**config.mk**
```make
export PLATFORM = sky130hd
export DESIGN_NAME = urf_uart
export DESIGN_NICKNAME = d
export VERILOG_FILES = /design/src/hw/urf_pkg.sv /design/src/hw/urf_uart.sv
export SDC_FILE = /design/constraint.sdc
export NUM_CORES = 1
export LEC_CHECK = 0
export BUFFER_PORTS_ARGS = -buffer_cell sky130_fd_sc_hd__buf_4
export CAP_MARGIN = 25
export CORE_MARGIN = 10
export CORE_UTILIZATION = 53
export CTS_CLUSTER_DIAMETER = 80
export DETAILED_ROUTE_END_ITERATION = 8
export PLACE_DENSITY = 0.7
export SYNTH_ARGS = -nofsm -noshare
export SYNTH_HDL_FRONTEND = slang
export SYNTH_SLANG_ARGS = --single-unit
```
**constraint.sdc**
```tcl
create_clock -name clk -period 11.64 [get_ports clk]
set_clock_uncertainty 0.05 [all_clocks]
set_input_delay 0.582 -clock clk [delete_from_list [all_inputs] [get_ports clk]]
set_output_delay 0.582 -clock clk [all_outputs]
set_load 0.01 [all_outputs]
```
**src/hw/urf_pkg.sv**
```systemverilog
/*
  package for the serial port flag, receive format and baud divisor block.
  assumes a single 20 MHz clock and a plain strobe register port.
*/
package urf_pkg;
  // ---------------------------------------------------------------
  // register offsets (byte addresses)
  // ---------------------------------------------------------------
  localparam logic [7:0] LINE_FLAGS_OFS = 8'h18;
  localparam logic [7:0] RX_LINE_CONTROL_OFS = 8'h1c;
  localparam logic [7:0] BAUD_INTEGER_OFS = 8'h24;
  localparam logic [7:0] BAUD_FRACTION_OFS = 8'h28;
  localparam logic [7:0] CONTROL_OFS = 8'h30;
  localparam logic [7:0] TX_DATA_OFS = 8'h00;
  localparam logic [7:0] RX_DATA_OFS = 8'h04;
  localparam logic [7:0] IRQ_STATUS_OFS = 8'h40;
  localparam logic [7:0] IRQ_MASK_OFS = 8'h44;
  localparam logic [7:0] FLOW_CONTROL_OFS = 8'h48;
  // ---------------------------------------------------------------
  // flag register fields
  // ---------------------------------------------------------------
  localparam int FLAG_CTS = 0;
  localparam int FLAG_BUSY = 3;
  localparam int FLAG_RX_EMPTY = 4;
  localparam int FLAG_TX_FULL = 5;
  localparam int FLAG_RX_FULL = 6;
  localparam int FLAG_TX_EMPTY = 7;
  localparam int FLAG_CTS_DELTA = 9;
  localparam int FLAG_RSV_LO = 10;
  localparam logic [2:0] FLAG_RSV_VALUE = 3'h7;
  localparam int FLAG_REMOTE_HALTED = 13;
  // ---------------------------------------------------------------
  // receive line control fields
  // ---------------------------------------------------------------
  localparam int RLC_PARITY_ON = 1;
  localparam int RLC_EVEN = 2;
  localparam int RLC_TWO_STOP = 3;
  localparam int RLC_QUEUE_ON = 4;
  localparam int RLC_WLEN_LO = 5;
  localparam int RLC_STICK = 7;
  localparam logic [7:0] RLC_RESET = 8'h00;
  localparam logic [7:0] RLC_MASK = 8'hfe;
  // ---------------------------------------------------------------
  // control fields and divisor widths
  // ---------------------------------------------------------------
  localparam int CTL_TX_QUEUE_ON = 0;
  localparam int CTL_OVERSAMPLE = 1;
  localparam int CTL_SW_FLOW = 2;
  localparam int DIV_INT_W = 16;
  localparam int DIV_FRAC_W = 6;
  localparam logic [15:0] DIV_INT_RESET = 16'h0000;
  localparam logic [5:0] DIV_FRAC_RESET = 6'h00;
  localparam logic [3:0] FLOW_TRIG_RESET = 4'h8;
  localparam logic [7:0] XON_RESET = 8'h11;
  localparam logic [7:0] XOFF_RESET = 8'h13;
  // ---------------------------------------------------------------
  // interrupt status bits and oversample ratios
  // ---------------------------------------------------------------
  localparam int IRQ_RX_DONE = 0;
  localparam int IRQ_PARITY_ERR = 1;
  localparam int IRQ_FRAME_ERR = 2;
  localparam int IRQ_CTS_CHANGE = 3;
  localparam int IRQ_W = 4;
  localparam int OVS_SLOW = 16;
  localparam int OVS_FAST = 8;
endpackage : urf_pkg

```
**src/hw/urf_uart.sv**
```systemverilog
/*
  serial port core: flags, receive frame format, baud generator with
  integer and fractional divisor, transmitter with xon/xoff, receiver.
  assumes inputs synchronous to clk and a master that never waits.
*/
module urf_uart #(
  parameter int Depth = 16
) (
  input wire logic clk,
  input wire logic nrst,
  input wire logic [7:0] regAddr,
  input wire logic [31:0] regWdata,
  input wire logic regWr,
  input wire logic regRd,
  output logic [31:0] regRdata,
  input wire logic rxLine,
  input wire logic clearToSend,
  output logic txLine,
  output logic irq
);
  initial
  begin
    if (Depth < 2 || Depth > 256 || (Depth & (Depth - 1)) != 0)
      $error("Depth must be a power of two from 2 to 256");
  end
  localparam int AW = $clog2(Depth);
  typedef enum {SerIdle, SerStart, SerData, SerParity, SerStop} urf_ser_e;

  function automatic logic [3:0] wordBits(input logic [1:0] wl);
    wordBits = 4'h5 + {2'h0, wl};
  endfunction : wordBits

  // ---------------------------------------------------------------
  // reset release
  // ---------------------------------------------------------------
  logic rstA_q, rstB_q, rstN;
  always_ff @(posedge clk or negedge nrst)
  begin
    if (!nrst) {rstB_q, rstA_q} <= 2'h0;
    else {rstB_q, rstA_q} <= {rstA_q, 1'h1};
  end
  assign rstN = rstB_q;

  // ---------------------------------------------------------------
  // registers
  // ---------------------------------------------------------------
  logic [7:0] rlc_q, xon_q, xoff_q;
  logic [2:0] ctl_q;
  logic [3:0] trig_q;
  logic [15:0] baud_div_integer_q, divIntAct_q;
  logic [5:0] baud_div_fraction_q, divFracAct_q;
  localparam int IRQ_W_L = urf_pkg::IRQ_W - 1;
  logic [IRQ_W_L:0] irqSt_q, irqMask_q, irqEv;
  logic wrAt;
  wire logic txBusy, rxBusy;

  function automatic logic hit(input logic [7:0] a, input logic [7:0] ofs);
    hit = (a == ofs);
  endfunction : hit

  always_ff @(posedge clk or negedge rstN)
  begin
    if (!rstN)
    begin
      rlc_q <= urf_pkg::RLC_RESET;
      ctl_q <= 3'h0;
      baud_div_integer_q <= urf_pkg::DIV_INT_RESET;
      baud_div_fraction_q <= urf_pkg::DIV_FRAC_RESET;
      trig_q <= urf_pkg::FLOW_TRIG_RESET;
      xon_q <= urf_pkg::XON_RESET;
      xoff_q <= urf_pkg::XOFF_RESET;
      irqMask_q <= '0;
    end
    else if (regWr)
    begin
      if (hit(regAddr, urf_pkg::RX_LINE_CONTROL_OFS)) rlc_q <= regWdata[7:0] & urf_pkg::RLC_MASK;
      if (hit(regAddr, urf_pkg::CONTROL_OFS)) ctl_q <= regWdata[2:0];
      if (hit(regAddr, urf_pkg::BAUD_INTEGER_OFS)) baud_div_integer_q <= regWdata[15:0];
      if (hit(regAddr, urf_pkg::BAUD_FRACTION_OFS)) baud_div_fraction_q <= regWdata[5:0];
      if (hit(regAddr, urf_pkg::FLOW_CONTROL_OFS))
      begin
        trig_q <= regWdata[3:0];
        xon_q <= regWdata[15:8];
        xoff_q <= regWdata[23:16];
      end
      if (hit(regAddr, urf_pkg::IRQ_MASK_OFS)) irqMask_q <= regWdata[IRQ_W_L:0];
    end
  end

  // divisor goes live only while neither side is inside a character
  always_ff @(posedge clk or negedge rstN)
  begin
    if (!rstN)
    begin
      divIntAct_q <= urf_pkg::DIV_INT_RESET;
      divFracAct_q <= urf_pkg::DIV_FRAC_RESET;
    end
    else if (!txBusy && !rxBusy)
    begin
      divIntAct_q <= baud_div_integer_q;
      divFracAct_q <= baud_div_fraction_q;
    end
  end

  // ---------------------------------------------------------------
  // baud generator: one tick per oversample period
  // ---------------------------------------------------------------
  // fraction handled by a 64ths accumulator adding one reference cycle
  logic [15:0] bCnt_q;
  logic [6:0] fAcc_q;
  logic tick;
  logic divLoad;
  logic [6:0] fSum;
  assign fSum = fAcc_q + {1'h0, divFracAct_q};
  assign tick = (divIntAct_q != 16'h0000) && (bCnt_q == 16'h0000);
  // restart the count with a new divisor, else a long old count delays it
  assign divLoad = !txBusy && !rxBusy
    && (baud_div_integer_q != divIntAct_q || baud_div_fraction_q != divFracAct_q);
  always_ff @(posedge clk or negedge rstN)
  begin
    if (!rstN)
    begin
      bCnt_q <= 16'h0000;
      fAcc_q <= 7'h00;
    end
    else if (divLoad)
    begin
      bCnt_q <= 16'h0000;
      fAcc_q <= 7'h00;
    end
    else if (tick)
    begin
      fAcc_q <= {1'h0, fSum[5:0]};
      bCnt_q <= fSum[6] ? divIntAct_q : divIntAct_q - 16'h0001;
    end
    else if (bCnt_q != 16'h0000) bCnt_q <= bCnt_q - 16'h0001;
    else bCnt_q <= divIntAct_q;
  end
  logic [3:0] ovsLast;
  assign ovsLast = ctl_q[urf_pkg::CTL_OVERSAMPLE] ? 4'(urf_pkg::OVS_FAST - 1)
                                                  : 4'(urf_pkg::OVS_SLOW - 1);

  // ---------------------------------------------------------------
  // queues
  // ---------------------------------------------------------------
  logic [7:0] txMem [Depth];
  logic [7:0] rxMem [Depth];
  logic [AW:0] txCnt_q, rxCnt_q;
  logic [AW-1:0] txRp_q, txWp_q, rxRp_q, rxWp_q;
  logic txQon, rxQon, txFull, rxFull, txPush, txPop, rxPush, rxPop;
  assign txQon = ctl_q[urf_pkg::CTL_TX_QUEUE_ON];
  assign rxQon = rlc_q[urf_pkg::RLC_QUEUE_ON];
  assign txFull = txQon ? (txCnt_q == (AW+1)'(Depth)) : (txCnt_q != '0);
  assign rxFull = rxQon ? (rxCnt_q == (AW+1)'(Depth)) : (rxCnt_q != '0);
  assign txPush = regWr && hit(regAddr, urf_pkg::TX_DATA_OFS) && !txFull;
  assign rxPop = regRd && hit(regAddr, urf_pkg::RX_DATA_OFS) && (rxCnt_q != '0);

  always_ff @(posedge clk or negedge rstN)
  begin
    if (!rstN)
    begin
      txCnt_q <= '0;
      txRp_q <= '0;
      txWp_q <= '0;
    end
    else
    begin
      if (txPush) txWp_q <= txWp_q + 1'b1;
      if (txPop) txRp_q <= txRp_q + 1'b1;
      txCnt_q <= txCnt_q + (AW+1)'(txPush) - (AW+1)'(txPop);
    end
  end
  always_ff @(posedge clk)
  begin
    if (txPush) txMem[txWp_q] <= regWdata[7:0];
  end

  // ---------------------------------------------------------------
  // transmitter with xon/xoff insertion
  // ---------------------------------------------------------------
  urf_ser_e txSt_q;
  logic [3:0] txOvs_q, txBit_q;
  logic [7:0] txSh_q;
  logic txStop2_q, halted_q, sendFlow_q, flowIsXoff_q, txCtl_q;
  logic swFlow, needXoff, needXon;
  assign swFlow = ctl_q[urf_pkg::CTL_SW_FLOW];
  assign needXoff = swFlow && !halted_q && (rxCnt_q > (AW+1)'(trig_q));
  assign needXon = halted_q && (!swFlow || rxCnt_q <= (AW+1)'(trig_q));
  assign txPop = (txSt_q == SerIdle) && tick && (txCnt_q != '0) && !needXoff && !needXon;
  assign txBusy = (txSt_q != SerIdle) || (txCnt_q != '0);

  always_ff @(posedge clk or negedge rstN)
  begin
    if (!rstN)
    begin
      txSt_q <= SerIdle;
      txOvs_q <= 4'h0;
      txBit_q <= 4'h0;
      txSh_q <= 8'h00;
      txLine <= 1'h1;
      txStop2_q <= 1'h0;
      halted_q <= 1'h0;
      txCtl_q <= 1'h0;
    end
    else if (tick)
    begin
      case (txSt_q)
        SerIdle:
        begin
          txOvs_q <= 4'h0;
          txStop2_q <= 1'h0;
          if (needXoff || needXon)
          begin
            txSh_q <= needXoff ? xoff_q : xon_q;
            txCtl_q <= 1'h1;
            halted_q <= needXoff;
            txLine <= 1'h0;
            txSt_q <= SerStart;
          end
          else if (txPop)
          begin
            txSh_q <= txMem[txRp_q];
            txCtl_q <= 1'h0;
            txLine <= 1'h0;
            txSt_q <= SerStart;
          end
        end
        default:
        begin
          txOvs_q <= txOvs_q + 4'h1;
          if (txOvs_q == ovsLast)
          begin
            txOvs_q <= 4'h0;
            case (txSt_q)
              SerStart:
              begin
                txLine <= txSh_q[0];
                txSh_q <= txSh_q >> 1;
                txBit_q <= 4'h1;
                txSt_q <= SerData;
              end
              SerData:
              begin
                if (txBit_q == 4'h8)
                begin
                  txLine <= 1'h1;
                  txSt_q <= SerStop;
                end
                else
                begin
                  txLine <= txSh_q[0];
                  txSh_q <= txSh_q >> 1;
                  txBit_q <= txBit_q + 4'h1;
                end
              end
              default:
              begin
                txStop2_q <= 1'h1;
                if (txStop2_q || !txCtl_q) txSt_q <= SerIdle;
              end
            endcase
          end
        end
      endcase
    end
  end

  // ---------------------------------------------------------------
  // receiver
  // ---------------------------------------------------------------
  urf_ser_e rxSt_q;
  logic [3:0] rxOvs_q, rxBit_q;
  logic [7:0] rxSh_q;
  logic rxPar_q, rxStopN_q, parErr, frmErr;
  logic [3:0] nBits;
  logic halfPt, expPar;
  assign nBits = wordBits(rlc_q[urf_pkg::RLC_WLEN_LO +: 2]);
  assign halfPt = tick && (rxOvs_q == {1'h0, ovsLast[3:1]});
  // wanted xor of data and parity, also the fixed stick bit: even 0, odd 1
  assign expPar = !rlc_q[urf_pkg::RLC_EVEN];
  assign rxBusy = rxSt_q != SerIdle;
  assign parErr = rxPar_q && rlc_q[urf_pkg::RLC_PARITY_ON];
  assign rxPush = halfPt && rxSt_q == SerStop && rxLine && !rxStopN_q && !rxFull;

  always_ff @(posedge clk or negedge rstN)
  begin
    if (!rstN)
    begin
      rxSt_q <= SerIdle;
      rxOvs_q <= 4'h0;
      rxBit_q <= 4'h0;
      rxSh_q <= 8'h00;
      rxPar_q <= 1'h0;
      rxStopN_q <= 1'h0;
      irqEv <= '0;
    end
    else
    begin
      irqEv <= '0;
      if (tick)
      begin
        rxOvs_q <= (rxOvs_q == ovsLast) ? 4'h0 : rxOvs_q + 4'h1;
        if (rxSt_q == SerIdle && !rxLine)
        begin
          rxOvs_q <= 4'h0;
          rxSt_q <= SerStart;
        end
      end
      if (halfPt)
      begin
        case (rxSt_q)
          SerStart:
          begin
            rxBit_q <= 4'h0;
            rxPar_q <= 1'h0;
            rxSt_q <= rxLine ? SerIdle : SerData;
          end
          SerData:
          begin
            rxSh_q <= {rxLine, rxSh_q[7:1]};
            rxPar_q <= rxPar_q ^ rxLine;
            rxBit_q <= rxBit_q + 4'h1;
            if (rxBit_q + 4'h1 == nBits)
            begin
              rxStopN_q <= rlc_q[urf_pkg::RLC_TWO_STOP];
              rxSt_q <= rlc_q[urf_pkg::RLC_PARITY_ON] ? SerParity : SerStop;
            end
          end
          SerParity:
          begin
            if (rlc_q[urf_pkg::RLC_STICK]) rxPar_q <= rxLine ^ expPar;
            else rxPar_q <= rxPar_q ^ rxLine ^ expPar;
            rxSt_q <= SerStop;
          end
          SerStop:
          begin
            if (!rxLine)
            begin
              irqEv[urf_pkg::IRQ_FRAME_ERR] <= 1'h1;
              rxSt_q <= SerIdle;
            end
            else if (rxStopN_q) rxStopN_q <= 1'h0;
            else
            begin
              irqEv[urf_pkg::IRQ_RX_DONE] <= 1'h1;
              irqEv[urf_pkg::IRQ_PARITY_ERR] <= parErr;
              rxSt_q <= SerIdle;
            end
          end
          default: rxSt_q <= SerIdle;
        endcase
      end
    end
  end

  logic [7:0] rxWord;
  assign rxWord = rxSh_q >> (4'h8 - nBits);
  always_ff @(posedge clk or negedge rstN)
  begin
    if (!rstN)
    begin
      rxCnt_q <= '0;
      rxRp_q <= '0;
      rxWp_q <= '0;
    end
    else
    begin
      if (rxPush) rxWp_q <= rxQon ? rxWp_q + 1'b1 : rxWp_q;
      if (rxPop) rxRp_q <= rxQon ? rxRp_q + 1'b1 : rxRp_q;
      rxCnt_q <= rxCnt_q + (AW+1)'(rxPush) - (AW+1)'(rxPop);
    end
  end
  always_ff @(posedge clk)
  begin
    if (rxPush) rxMem[rxWp_q] <= rxWord;
  end

  // ---------------------------------------------------------------
  // clear-to-send tracking and interrupts
  // ---------------------------------------------------------------
  logic ctsLast_q, ctsDelta_q, flagRd, ctsChg;
  assign flagRd = regRd && hit(regAddr, urf_pkg::LINE_FLAGS_OFS);
  assign ctsChg = clearToSend != ctsLast_q;
  always_ff @(posedge clk or negedge rstN)
  begin
    if (!rstN)
    begin
      ctsLast_q <= 1'h0;
      ctsDelta_q <= 1'h1;
    end
    else
    begin
      ctsLast_q <= clearToSend;
      if (ctsChg) ctsDelta_q <= 1'h1;
      else if (flagRd) ctsDelta_q <= 1'h0;
    end
  end

  logic [IRQ_W_L:0] irqSet;
  assign irqSet = irqEv | (IRQ_W_L + 1)'(ctsChg) << urf_pkg::IRQ_CTS_CHANGE;
  always_ff @(posedge clk or negedge rstN)
  begin
    if (!rstN) irqSt_q <= '0;
    else if (regWr && hit(regAddr, urf_pkg::IRQ_STATUS_OFS))
      irqSt_q <= (irqSt_q & ~regWdata[IRQ_W_L:0]) | irqSet;
    else irqSt_q <= irqSt_q | irqSet;
  end
  assign irq = |(irqSt_q & irqMask_q);

  // ---------------------------------------------------------------
  // read port
  // ---------------------------------------------------------------
  logic [31:0] flags, rdMux;
  always_comb
  begin
    flags = 32'h0000_0000;
    flags[urf_pkg::FLAG_CTS] = clearToSend;
    flags[urf_pkg::FLAG_BUSY] = txBusy;
    flags[urf_pkg::FLAG_RX_EMPTY] = rxCnt_q == '0;
    flags[urf_pkg::FLAG_TX_FULL] = txFull;
    flags[urf_pkg::FLAG_RX_FULL] = rxFull;
    flags[urf_pkg::FLAG_TX_EMPTY] = txCnt_q == '0;
    flags[urf_pkg::FLAG_CTS_DELTA] = ctsDelta_q;
    flags[urf_pkg::FLAG_RSV_LO +: 3] = urf_pkg::FLAG_RSV_VALUE;
    flags[urf_pkg::FLAG_REMOTE_HALTED] = halted_q;
    rdMux = 32'h0000_0000;
    case (regAddr)
      urf_pkg::LINE_FLAGS_OFS: rdMux = flags;
      urf_pkg::RX_LINE_CONTROL_OFS: rdMux = {24'h0, rlc_q};
      urf_pkg::BAUD_INTEGER_OFS: rdMux = {16'h0, baud_div_integer_q};
      urf_pkg::BAUD_FRACTION_OFS: rdMux = {26'h0, baud_div_fraction_q};
      urf_pkg::CONTROL_OFS: rdMux = {29'h0, ctl_q};
      urf_pkg::RX_DATA_OFS: rdMux = {24'h0, rxMem[rxRp_q]};
      urf_pkg::IRQ_STATUS_OFS: rdMux = {28'h0, irqSt_q};
      urf_pkg::IRQ_MASK_OFS: rdMux = {28'h0, irqMask_q};
      urf_pkg::FLOW_CONTROL_OFS: rdMux = {8'h0, xoff_q, xon_q, 4'h0, trig_q};
      default: rdMux = 32'h0000_0000;
    endcase
  end
  always_ff @(posedge clk or negedge rstN)
  begin
    if (!rstN) regRdata <= 32'h0000_0000;
    else regRdata <= regRd ? rdMux : 32'h0000_0000;
  end
endmodule : urf_uart

```
==> results.txt, run 1 <==
- The flow ran to the end, and the final reports show no timing, DRC or antenna violations.
- In the finished design, the share of the clock period the worst path needs comes to 36.1%.
- Post-cts repair resize count: 0
* Part of the total power dissipated in combinational logic: 3.7%
- The detail route stage leaves a number of antenna-violating nets equal to 0.
- Derived from the worst setup path, the maximum achievable clock frequency is 0.238 GHz.
* Post-synthesis mux area share: 14.0%
- Global routing consumed, over all layers together, 19.8% of the routing resources.
- Share of the synthesized area in the top cell type: 34.8%
- Setup slack on the worst flop-to-flop path: 7.44 ns
- Seq cells post-synth: 490
* Destination of the worst hold path: ctsLast_q
- The tool flagged a number of max-cap violations equal to 0.
* Area inside the core boundary: 41000 µm²
* Top-count cell post-synth: sky130_fd_sc_hd__edfxtp_1
- Buffers inserted during clock tree synthesis total 50.
- Final hold analysis gives a worst-case slack of 0.105 ns.
- Average wire per standard cell: 22.4 µm
- Cells on worst reg2reg path: 13
- Setup repair after global routing missed its margin: false
* Largest net degree at the start of global routing: 83
* Number of remaining DRC errors: 0
- Worst EP arrival: 4.67 ns
- CTS HTree Levels: 2
* Clock input transition at the sequential cells of the worst setup and hold paths: 0.06 ns
* Count of standard-cell rows: 74
* Die Height: 224 µm
- Fraction of the mapped netlist area in compound gates: 7.81%
* Setup TNS: 0 ns
* Share of synthesized registers carrying an async set or reset: 47.8%
- Sequential power share: 51.2%
- STA classifies the critical path endpoint as a flip-flop.
- Cell internal power was estimated by the tool at 2.89 mW.
- Top cell type by total area after synthesis: sky130_fd_sc_hd__edfxtp_1
- In this run the worst hold path is classified as in2reg.
- Worst hold path depth: 1
- Summing the areas of all and, or, nand and nor instances in the mapped netlist gives 9.06% of the synthesized area.
- Dividing total power by cell area gives a power density of 146 nW/µm².
* Crit path max fanout: 8
* Worst supply voltage drop on vdd: 0.131 mV
- Leakage power of the design: 9.84 nW
- STA classifies the critical path startpoint as a flip-flop.
* Total of buffers placed on input and output ports: 63
- The startpoint identified for the worst hold timing path is clearToSend.
* Via density per instance: 6.12
- Max Root-Sink Buffers: 3
- The later pin in the worst-skew pair is clocked with a latency of 0.60 ns.
* Area Overhead vs Synth: 12.7%
- The floorplan step set the die width to 224 µm.
- Post-synthesis xor/xnor area fraction: 2.58%
- Of the total synthesized cell area, the portion taken by full adders, half adders and majority gates is 2.59%.
- Leading cell types by total area after synthesis: sky130_fd_sc_hd__edfxtp_1 (35%), sky130_fd_sc_hd__dfrtp_1 (26%), sky130_fd_sc_hd__mux4_2 (7.9%)
* Number of top-level design ports: 80
* Vias in the first global route: 13600
* CP Class: reg2reg
* Final critical path time including I/O delays and setup: 4.20 ns
- Final hold violation count: 0
* Worst endpoint required time: 12.11 ns
- In the synthesized netlist the dominant register cell turns out to be sky130_fd_sc_hd__edfxtp_1.
- Average cell area after synthesis: 14.0 µm²
- With fillers left out, the area of the finished cells amounts to 24900 µm².
- The first global-routing pass estimated 77700 µm of wire.
- Post-Synthesis Cell Area: 22100 µm²
- Setup violations remaining at the end of the flow were counted as 0.
- The total count of max-transition violations in the final report came to 0.
- Sequential share of the synthesized area: 61.4%
- Count of mapped cells out of synthesis: 1576
- Summed over all nets, the switching power comes to 0.759 mW.
* Startpoint of the worst-slack reg-to-reg timing path: bCnt_q[4]
- Initial antenna violation count: 4
- After synthesis, the most frequently instantiated cells are sky130_fd_sc_hd__edfxtp_1 (256), sky130_fd_sc_hd__dfrtp_1 (226), sky130_fd_sc_hd__mux2_2 (105), sky130_fd_sc_hd__nand2_1 (100), sky130_fd_sc_hd__nor2_1 (94).
* Number of optimization iterations in the first detailed-route pass: 5
- After synthesis, the largest family of logic cells by area is multiplexers.
* Initial Util: 53.9%
* Clk pwr share: 45.1%
* Post-Layout Cell Count: 2219
- For the pin with the worst max-slew slack, the measured transition is 1.05 ns.
* Number of flops mapped to enable cells by yosys: 256
- CTS Sinks: 490
- Detailed-placement wirelength estimate: 33200 µm
- Number of warning messages in the yosys log: 0
* Fraction of layout instances using a drive strength above 1: 23.2%
- The die covers 50200 µm².
- Capture point of the worst reg-to-reg path: rxCnt_q[4]
* Distinct cells, synth: 85
* TritonCTS clock tree: built
- Post-DP Area: 23100 µm²
- For this run, the post-layout net count is 1733.
- Summed over all layers, the routed wires come to 49700 µm.
- Routed via count: 13600
- Global routing finished with a remaining overflow of 0.
* Switching power share of the total: 20.8%
- The worst pin sits at a relative slew slack of 29.5%.
- The tree is rooted in a sky130_fd_sc_hd__clkbuf_16.
* Number of design-rule violations left by the first detailed-router iteration: 1311
- The congestion estimate from routability-driven global placement came to 0.913.
- Dpl cells: 2119
## cell families (layout without fill, tap and decap cells)
group           Yosys count  count (layout)
other cells               2              12
mux                     199             199
compound gates          249             249
xor+xnor                 65              65
fa+ha+maj                44              44
simple gates            391             391
flops                   490             490
buf+inv                 136             237
## power by group through the flow
stage	sequential, mW	clock, mW	combinational, mW
final	1.87	1.65	0.133
after global routing	1.87	1.75	0.151
after CTS	1.87	1.68	0.133
after detailed placement	1.90	0	0.130
after global placement	1.90	0	0.125
after floorplan	1.90	0	0.0784
## routing by layer
metal  share of wire, %  wire (µm)  track usage [%]  vias up
met4                2.8       1400             6.56        4
met5              0.032         16                0        -
li1                   -          -                -     6100
met1                 43      21200             27.0     6913
met2                 47      23300             31.0      465
met3                7.5       3710             4.49      105
## sequential cells by signal (all words and copies together) (netlist names), 5 cells and up
name                 count
xon_q                    8
baud_div_fraction_q      6
bCnt_q                  16
rxSh_q                   8
rxCnt_q                  5
rlc_q                    7
fAcc_q                   6
baud_div_integer_q      16
divIntAct_q             16
divFracAct_q             6
txSh_q                   8
txCnt_q                  5
rxMem                  128
rxSt_q                  32
regRdata                24
xoff_q                   8
txMem                  128
## per-stage QoR
step | setup slack, ns | power [mW] | util [%]
after detailed placement | 7.50 | 2.03 | 56.4
after floorplan | 4.60 | 1.98 | -
after CTS | 7.47 | 3.68 | 60.6
after global routing | 7.13 | 3.77 | 60.7
final | 7.44 | 3.64 | 60.7
after global placement | 7.52 | 2.02 | 56.3
## critical path, cell delays in order, from the launching register on
cell and delay, ns:
sky130_fd_sc_hd__dfrtp_1 0.43, sky130_fd_sc_hd__nor4_2 0.67, sky130_fd_sc_hd__and4_1 0.62, sky130_fd_sc_hd__nand3_2 0.23, sky130_fd_sc_hd__nor4_4 0.58, sky130_fd_sc_hd__inv_1 0.12, sky130_fd_sc_hd__ha_1 0.30, sky130_fd_sc_hd__inv_1 0.04
sky130_fd_sc_hd__ha_1 0.20, sky130_fd_sc_hd__fa_1 0.44, sky130_fd_sc_hd__a21oi_1 0.16, sky130_fd_sc_hd__nor2_1 0.06, sky130_fd_sc_hd__nor2_1 0.11, sky130_fd_sc_hd__xnor2_1 0.12
## worst max-delay path by stage
| stage | start | endpoint | slack [ns] | cells past startpoint |
|---|---|---|---|---|
| floorplan | rstB_q | bCnt_q[0] | 4.60 | 0 |
| global route | bCnt_q[4] | rxCnt_q[4] | 7.13 | 13 |
| detailed placement | trig_q[3] | txCnt_q[4] | 7.50 | 16 |
| CTS | bCnt_q[4] | rxCnt_q[4] | 7.47 | 13 |
| finish | bCnt_q[4] | rxCnt_q[4] | 7.44 | 13 |
| global placement | regAddr[3] | txCnt_q[4] | 7.52 | 13 |
## placed cells by master (no fill, tap or decap), types with 21 or more instances in the layout
cell / count
sky130_fd_sc_hd__xor2_1: 21
sky130_fd_sc_hd__ha_1: 41
sky130_fd_sc_hd__nor2_1: 94
sky130_fd_sc_hd__nand2_1: 100
sky130_fd_sc_hd__nor3_1: 39
sky130_fd_sc_hd__mux4_2: 77
sky130_fd_sc_hd__xnor2_1: 44
sky130_fd_sc_hd__edfxtp_1: 256
sky130_fd_sc_hd__and3_1: 23
sky130_fd_sc_hd__o21ai_0: 41
sky130_fd_sc_hd__dfrtp_1: 222
sky130_fd_sc_hd__mux2_2: 105
sky130_fd_sc_hd__clkbuf_16: 52
sky130_fd_sc_hd__a21oi_1: 49
sky130_fd_sc_hd__nand3_1: 28
sky130_fd_sc_hd__a21boi_0: 33
sky130_fd_sc_hd__inv_1: 45
sky130_fd_sc_hd__nor4_1: 21
sky130_fd_sc_hd__buf_4: 95
## final cells by class
cell class,instances,area (µm²)
Fill cell,3106,16100
Sequential cell,490,13600
Antenna cell,3,7.51
Multi-Input combinational cell,957,8000
Tap cell,532,666
Clock inverter,15,226
Timing Repair Buffer,99,778
Clock buffer,78,1490
Inverter,45,169
## timing repair
item	in CTS	in global routing
buffers inserted	0	0
endpoints found under the hold margin	2	0
hold buffers	1	0
Note: power is estimated with default switching activity, not from simulation.
==> run 2: changes to the inputs <==
==> constraint.sdc (replaced) <==
create_clock -name clk -period 3.9 [get_ports clk]
set_clock_uncertainty 0.05 [all_clocks]
set_input_delay 0.195 -clock clk [delete_from_list [all_inputs] [get_ports clk]]
set_output_delay 0.195 -clock clk [all_outputs]
set_load 0.01 [all_outputs]
==> run 2 against run 1 <==
  * Flip-flop and latch count stayed put
  * Hold slack worse by 0.046 ns
  * Sequential share of layout area is 0.79 points lower
  * Core utilization is 0.89 points higher
  * Non-clock buffer count is 51 higher
  * Combinational power grew to 3.2 times the previous value
  * Final cell count is 2.4% higher
  * Critical endpoint is now txCnt_q[4]
==> results.txt, run 2 (synthesis gave the netlist of run 1 again) <==
- Number of setup violations in the final report: 0
- Average wire per standard cell: 22.0 µm
* CTS Sinks: 490
* Launch instance of the worst min-delay path: regAddr[1]
* Total of buffers placed on input and output ports: 63
- Clock input transition at the sequential cells of the worst setup and hold paths: 0.06 ns
* Commonest cells after routing, fill and taps aside: sky130_fd_sc_hd__edfxtp_1 (256), sky130_fd_sc_hd__dfrtp_1 (223), sky130_fd_sc_hd__buf_4 (113)
* Initial antenna violation count: 3
- Worst Hold Margin: 0.0593 ns
- In this run the power density over the cells is 420 nW/µm².
- Detailed placement finished with a half-perimeter wire length of 33700 µm.
- Worst endpoint required time: 4.38 ns
* Worst-Skew Late Latency: 0.61 ns
- Tightest slew margin relative to the limit: 33.1%
- The pre-antenna-repair detailed-routing pass consisted of 5 iterations.
* Initial Util: 53.9%
- STA classifies the critical path endpoint as a flip-flop.
- In this run, CTS created clock tree buffers numbering 51.
* Number of design-rule violations left by the first detailed-router iteration: 1210
- Setup TNS: 0 ns
- Dpl cells: 2141
- The die covers 50200 µm².
* Number of filler instances in the final layout: 3092
- Across all layers, the routed design uses 13600 vias.
* Share of the clock period used by the worst path after layout: 93.7%
- FF/Latch Area: 13600 µm²
- After clock tree synthesis, the setup repair step added 0 buffers.
- Count of standard-cell rows: 74
* Timing startpoint of the critical path: divIntAct_q[0]
- The startpoint identified for the worst register-to-register timing path is divIntAct_q[0].
- Routability-driven placement finished with a final weighted congestion of 0.905.
- In the final design database the tool counted 1785 nets.
- Worst EP arrival: 4.14 ns
* CTS HTree Levels: 2
* Die Height: 224 µm
* Post-Layout Cell Count: 2273
* Least-Margin Pin Slew: 1.00 ns
- Global routing finished with a remaining overflow of 0.
- Summed over all cells, the static leakage comes to 10.0 nW.
* Max-cap violations: 0
* Area Overhead vs Synth: 14.4%
- Horizontal die dimension: 224 µm
- The finished cells cover 25300 µm².
- Worst min-delay path class: in2reg
- The largest registers in the layout are rxMem: 128 flops, txMem: 128 flops, rxSt_q: 32 flops.
- Most common cell after layout, fill and taps aside: sky130_fd_sc_hd__edfxtp_1
- Of the cells placed in the final design, the portion with a size suffix greater than 1 is 23.4%.
- Largest net degree at the start of global routing: 83
* Cells on worst reg2reg path: 14
- The detail route stage leaves a number of antenna-violating nets equal to 0.
* Final hold violation count: 0
- Run status: finished clean
- The first global-routing pass estimated 78500 µm of wire.
- The critical path is of the reg2reg type.
* Total Power: 10.6 mW
* Number of top-level design ports: 80
- Using the TritonRoute via totals, the vias-per-cell ratio works out to 6.00.
- Drt total wl: 50000 µm
* Post-DP Area: 23300 µm²
- All-Layer GR Usage: 19.9%
* Worst supply voltage drop on vdd: 0.357 mV
- Highest clock frequency the design can meet: 0.274 GHz
- Crit path max fanout: 6
* Max Root-Sink Buffers: 3
- Max-slew violation total from the final report: 0
- TritonCTS clock tree: built
* Worst hold path depth: 4
- STA classifies the critical path startpoint as a flip-flop.
* Setup repair after global routing missed its margin: false
* Number of remaining DRC errors: 0
- Area inside the core boundary: 41000 µm²
- The cell sitting at the root of the clock tree is a sky130_fd_sc_hd__clkbuf_16.
- The clock period could shrink to 3.65 ns.
- Area of the multi-input gates: 8010 µm²
* Vias in the first global route: 13800
-- run 2: metal layers --
| metal | vias to the layer above | global-route usage [%] | share of wire (%) | wire length [µm] |
|---|---|---|---|---|
| li1 | 6208 | - | - | - |
| met3 | 78 | 4.08 | 6.5 | 3260 |
| met2 | 430 | 31.5 | 47 | 23600 |
| met4 | 2 | 5.73 | 2.1 | 1060 |
| met5 | - | 0 | 0.016 | 8 |
| met1 | 6927 | 27.5 | 44 | 22100 |
-- run 2: metrics by stage --
step	worst slack (ns)	util, %
2_1_floorplan	0.0130	-
3_3_place_gp	0.281	56.8
3_5_place_dp	0.211	56.9
4_1_cts	0.233	61.5
5_1_grt	0.0107	61.6
6_report	0.247	61.6
-- run 2: critical path: stages (launching register included) --
cell and delay (ns):
sky130_fd_sc_hd__dfrtp_1 0.41, sky130_fd_sc_hd__inv_1 0.16, sky130_fd_sc_hd__ha_1 0.16, sky130_fd_sc_hd__or4b_2 0.62, sky130_fd_sc_hd__or4_1 0.58, sky130_fd_sc_hd__nand2_2 0.17
sky130_fd_sc_hd__nor3_2 0.07, sky130_fd_sc_hd__ha_1 0.28, sky130_fd_sc_hd__inv_1 0.04, sky130_fd_sc_hd__ha_1 0.20, sky130_fd_sc_hd__fa_1 0.41, sky130_fd_sc_hd__a21oi_1 0.16
sky130_fd_sc_hd__nor2_1 0.05, sky130_fd_sc_hd__nor2_1 0.11, sky130_fd_sc_hd__xnor2_1 0.12
-- run 2: area by class of cell --
type | instances | area share [%]
inverters | 45 | 0.669
well taps | 532 | 2.63
clock inverters | 20 | 0.738
repair buffers | 150 | 5.06
clock buffers | 76 | 5.50
diodes | 3 | 0.0297
flip-flops and latches | 490 | 53.7
multi-input cells | 957 | 31.7
-- run 2: repair_timing --
action / CTS / global route
gates resized for setup: 0 / 1
endpoints found under the hold margin: 186 / 0
hold buffers: 31 / 0
setup endpoints to repair: 0 / 1
-- run 2: path summary, 6_finish.rpt --
path                       slack, ns          end
hold reg to reg                 0.07   rxSt_q[29]
min in group asynchronous       0.07   rxSt_q[29]
setup reg to reg                0.25   txCnt_q[4]
max in group asynchronous       2.66     xon_q[0]
setup / recovery                0.25   txCnt_q[4]
hold / removal                  0.06  regRdata[3]
-- run 2: where the power goes --
part           switching (mW)  total, mW  internal (mW)
Combinational           0.248      0.430          0.182
Sequential             0.0707       5.57           5.50
Clock                    1.99       4.61           2.62
Total                    2.31       10.6           8.30
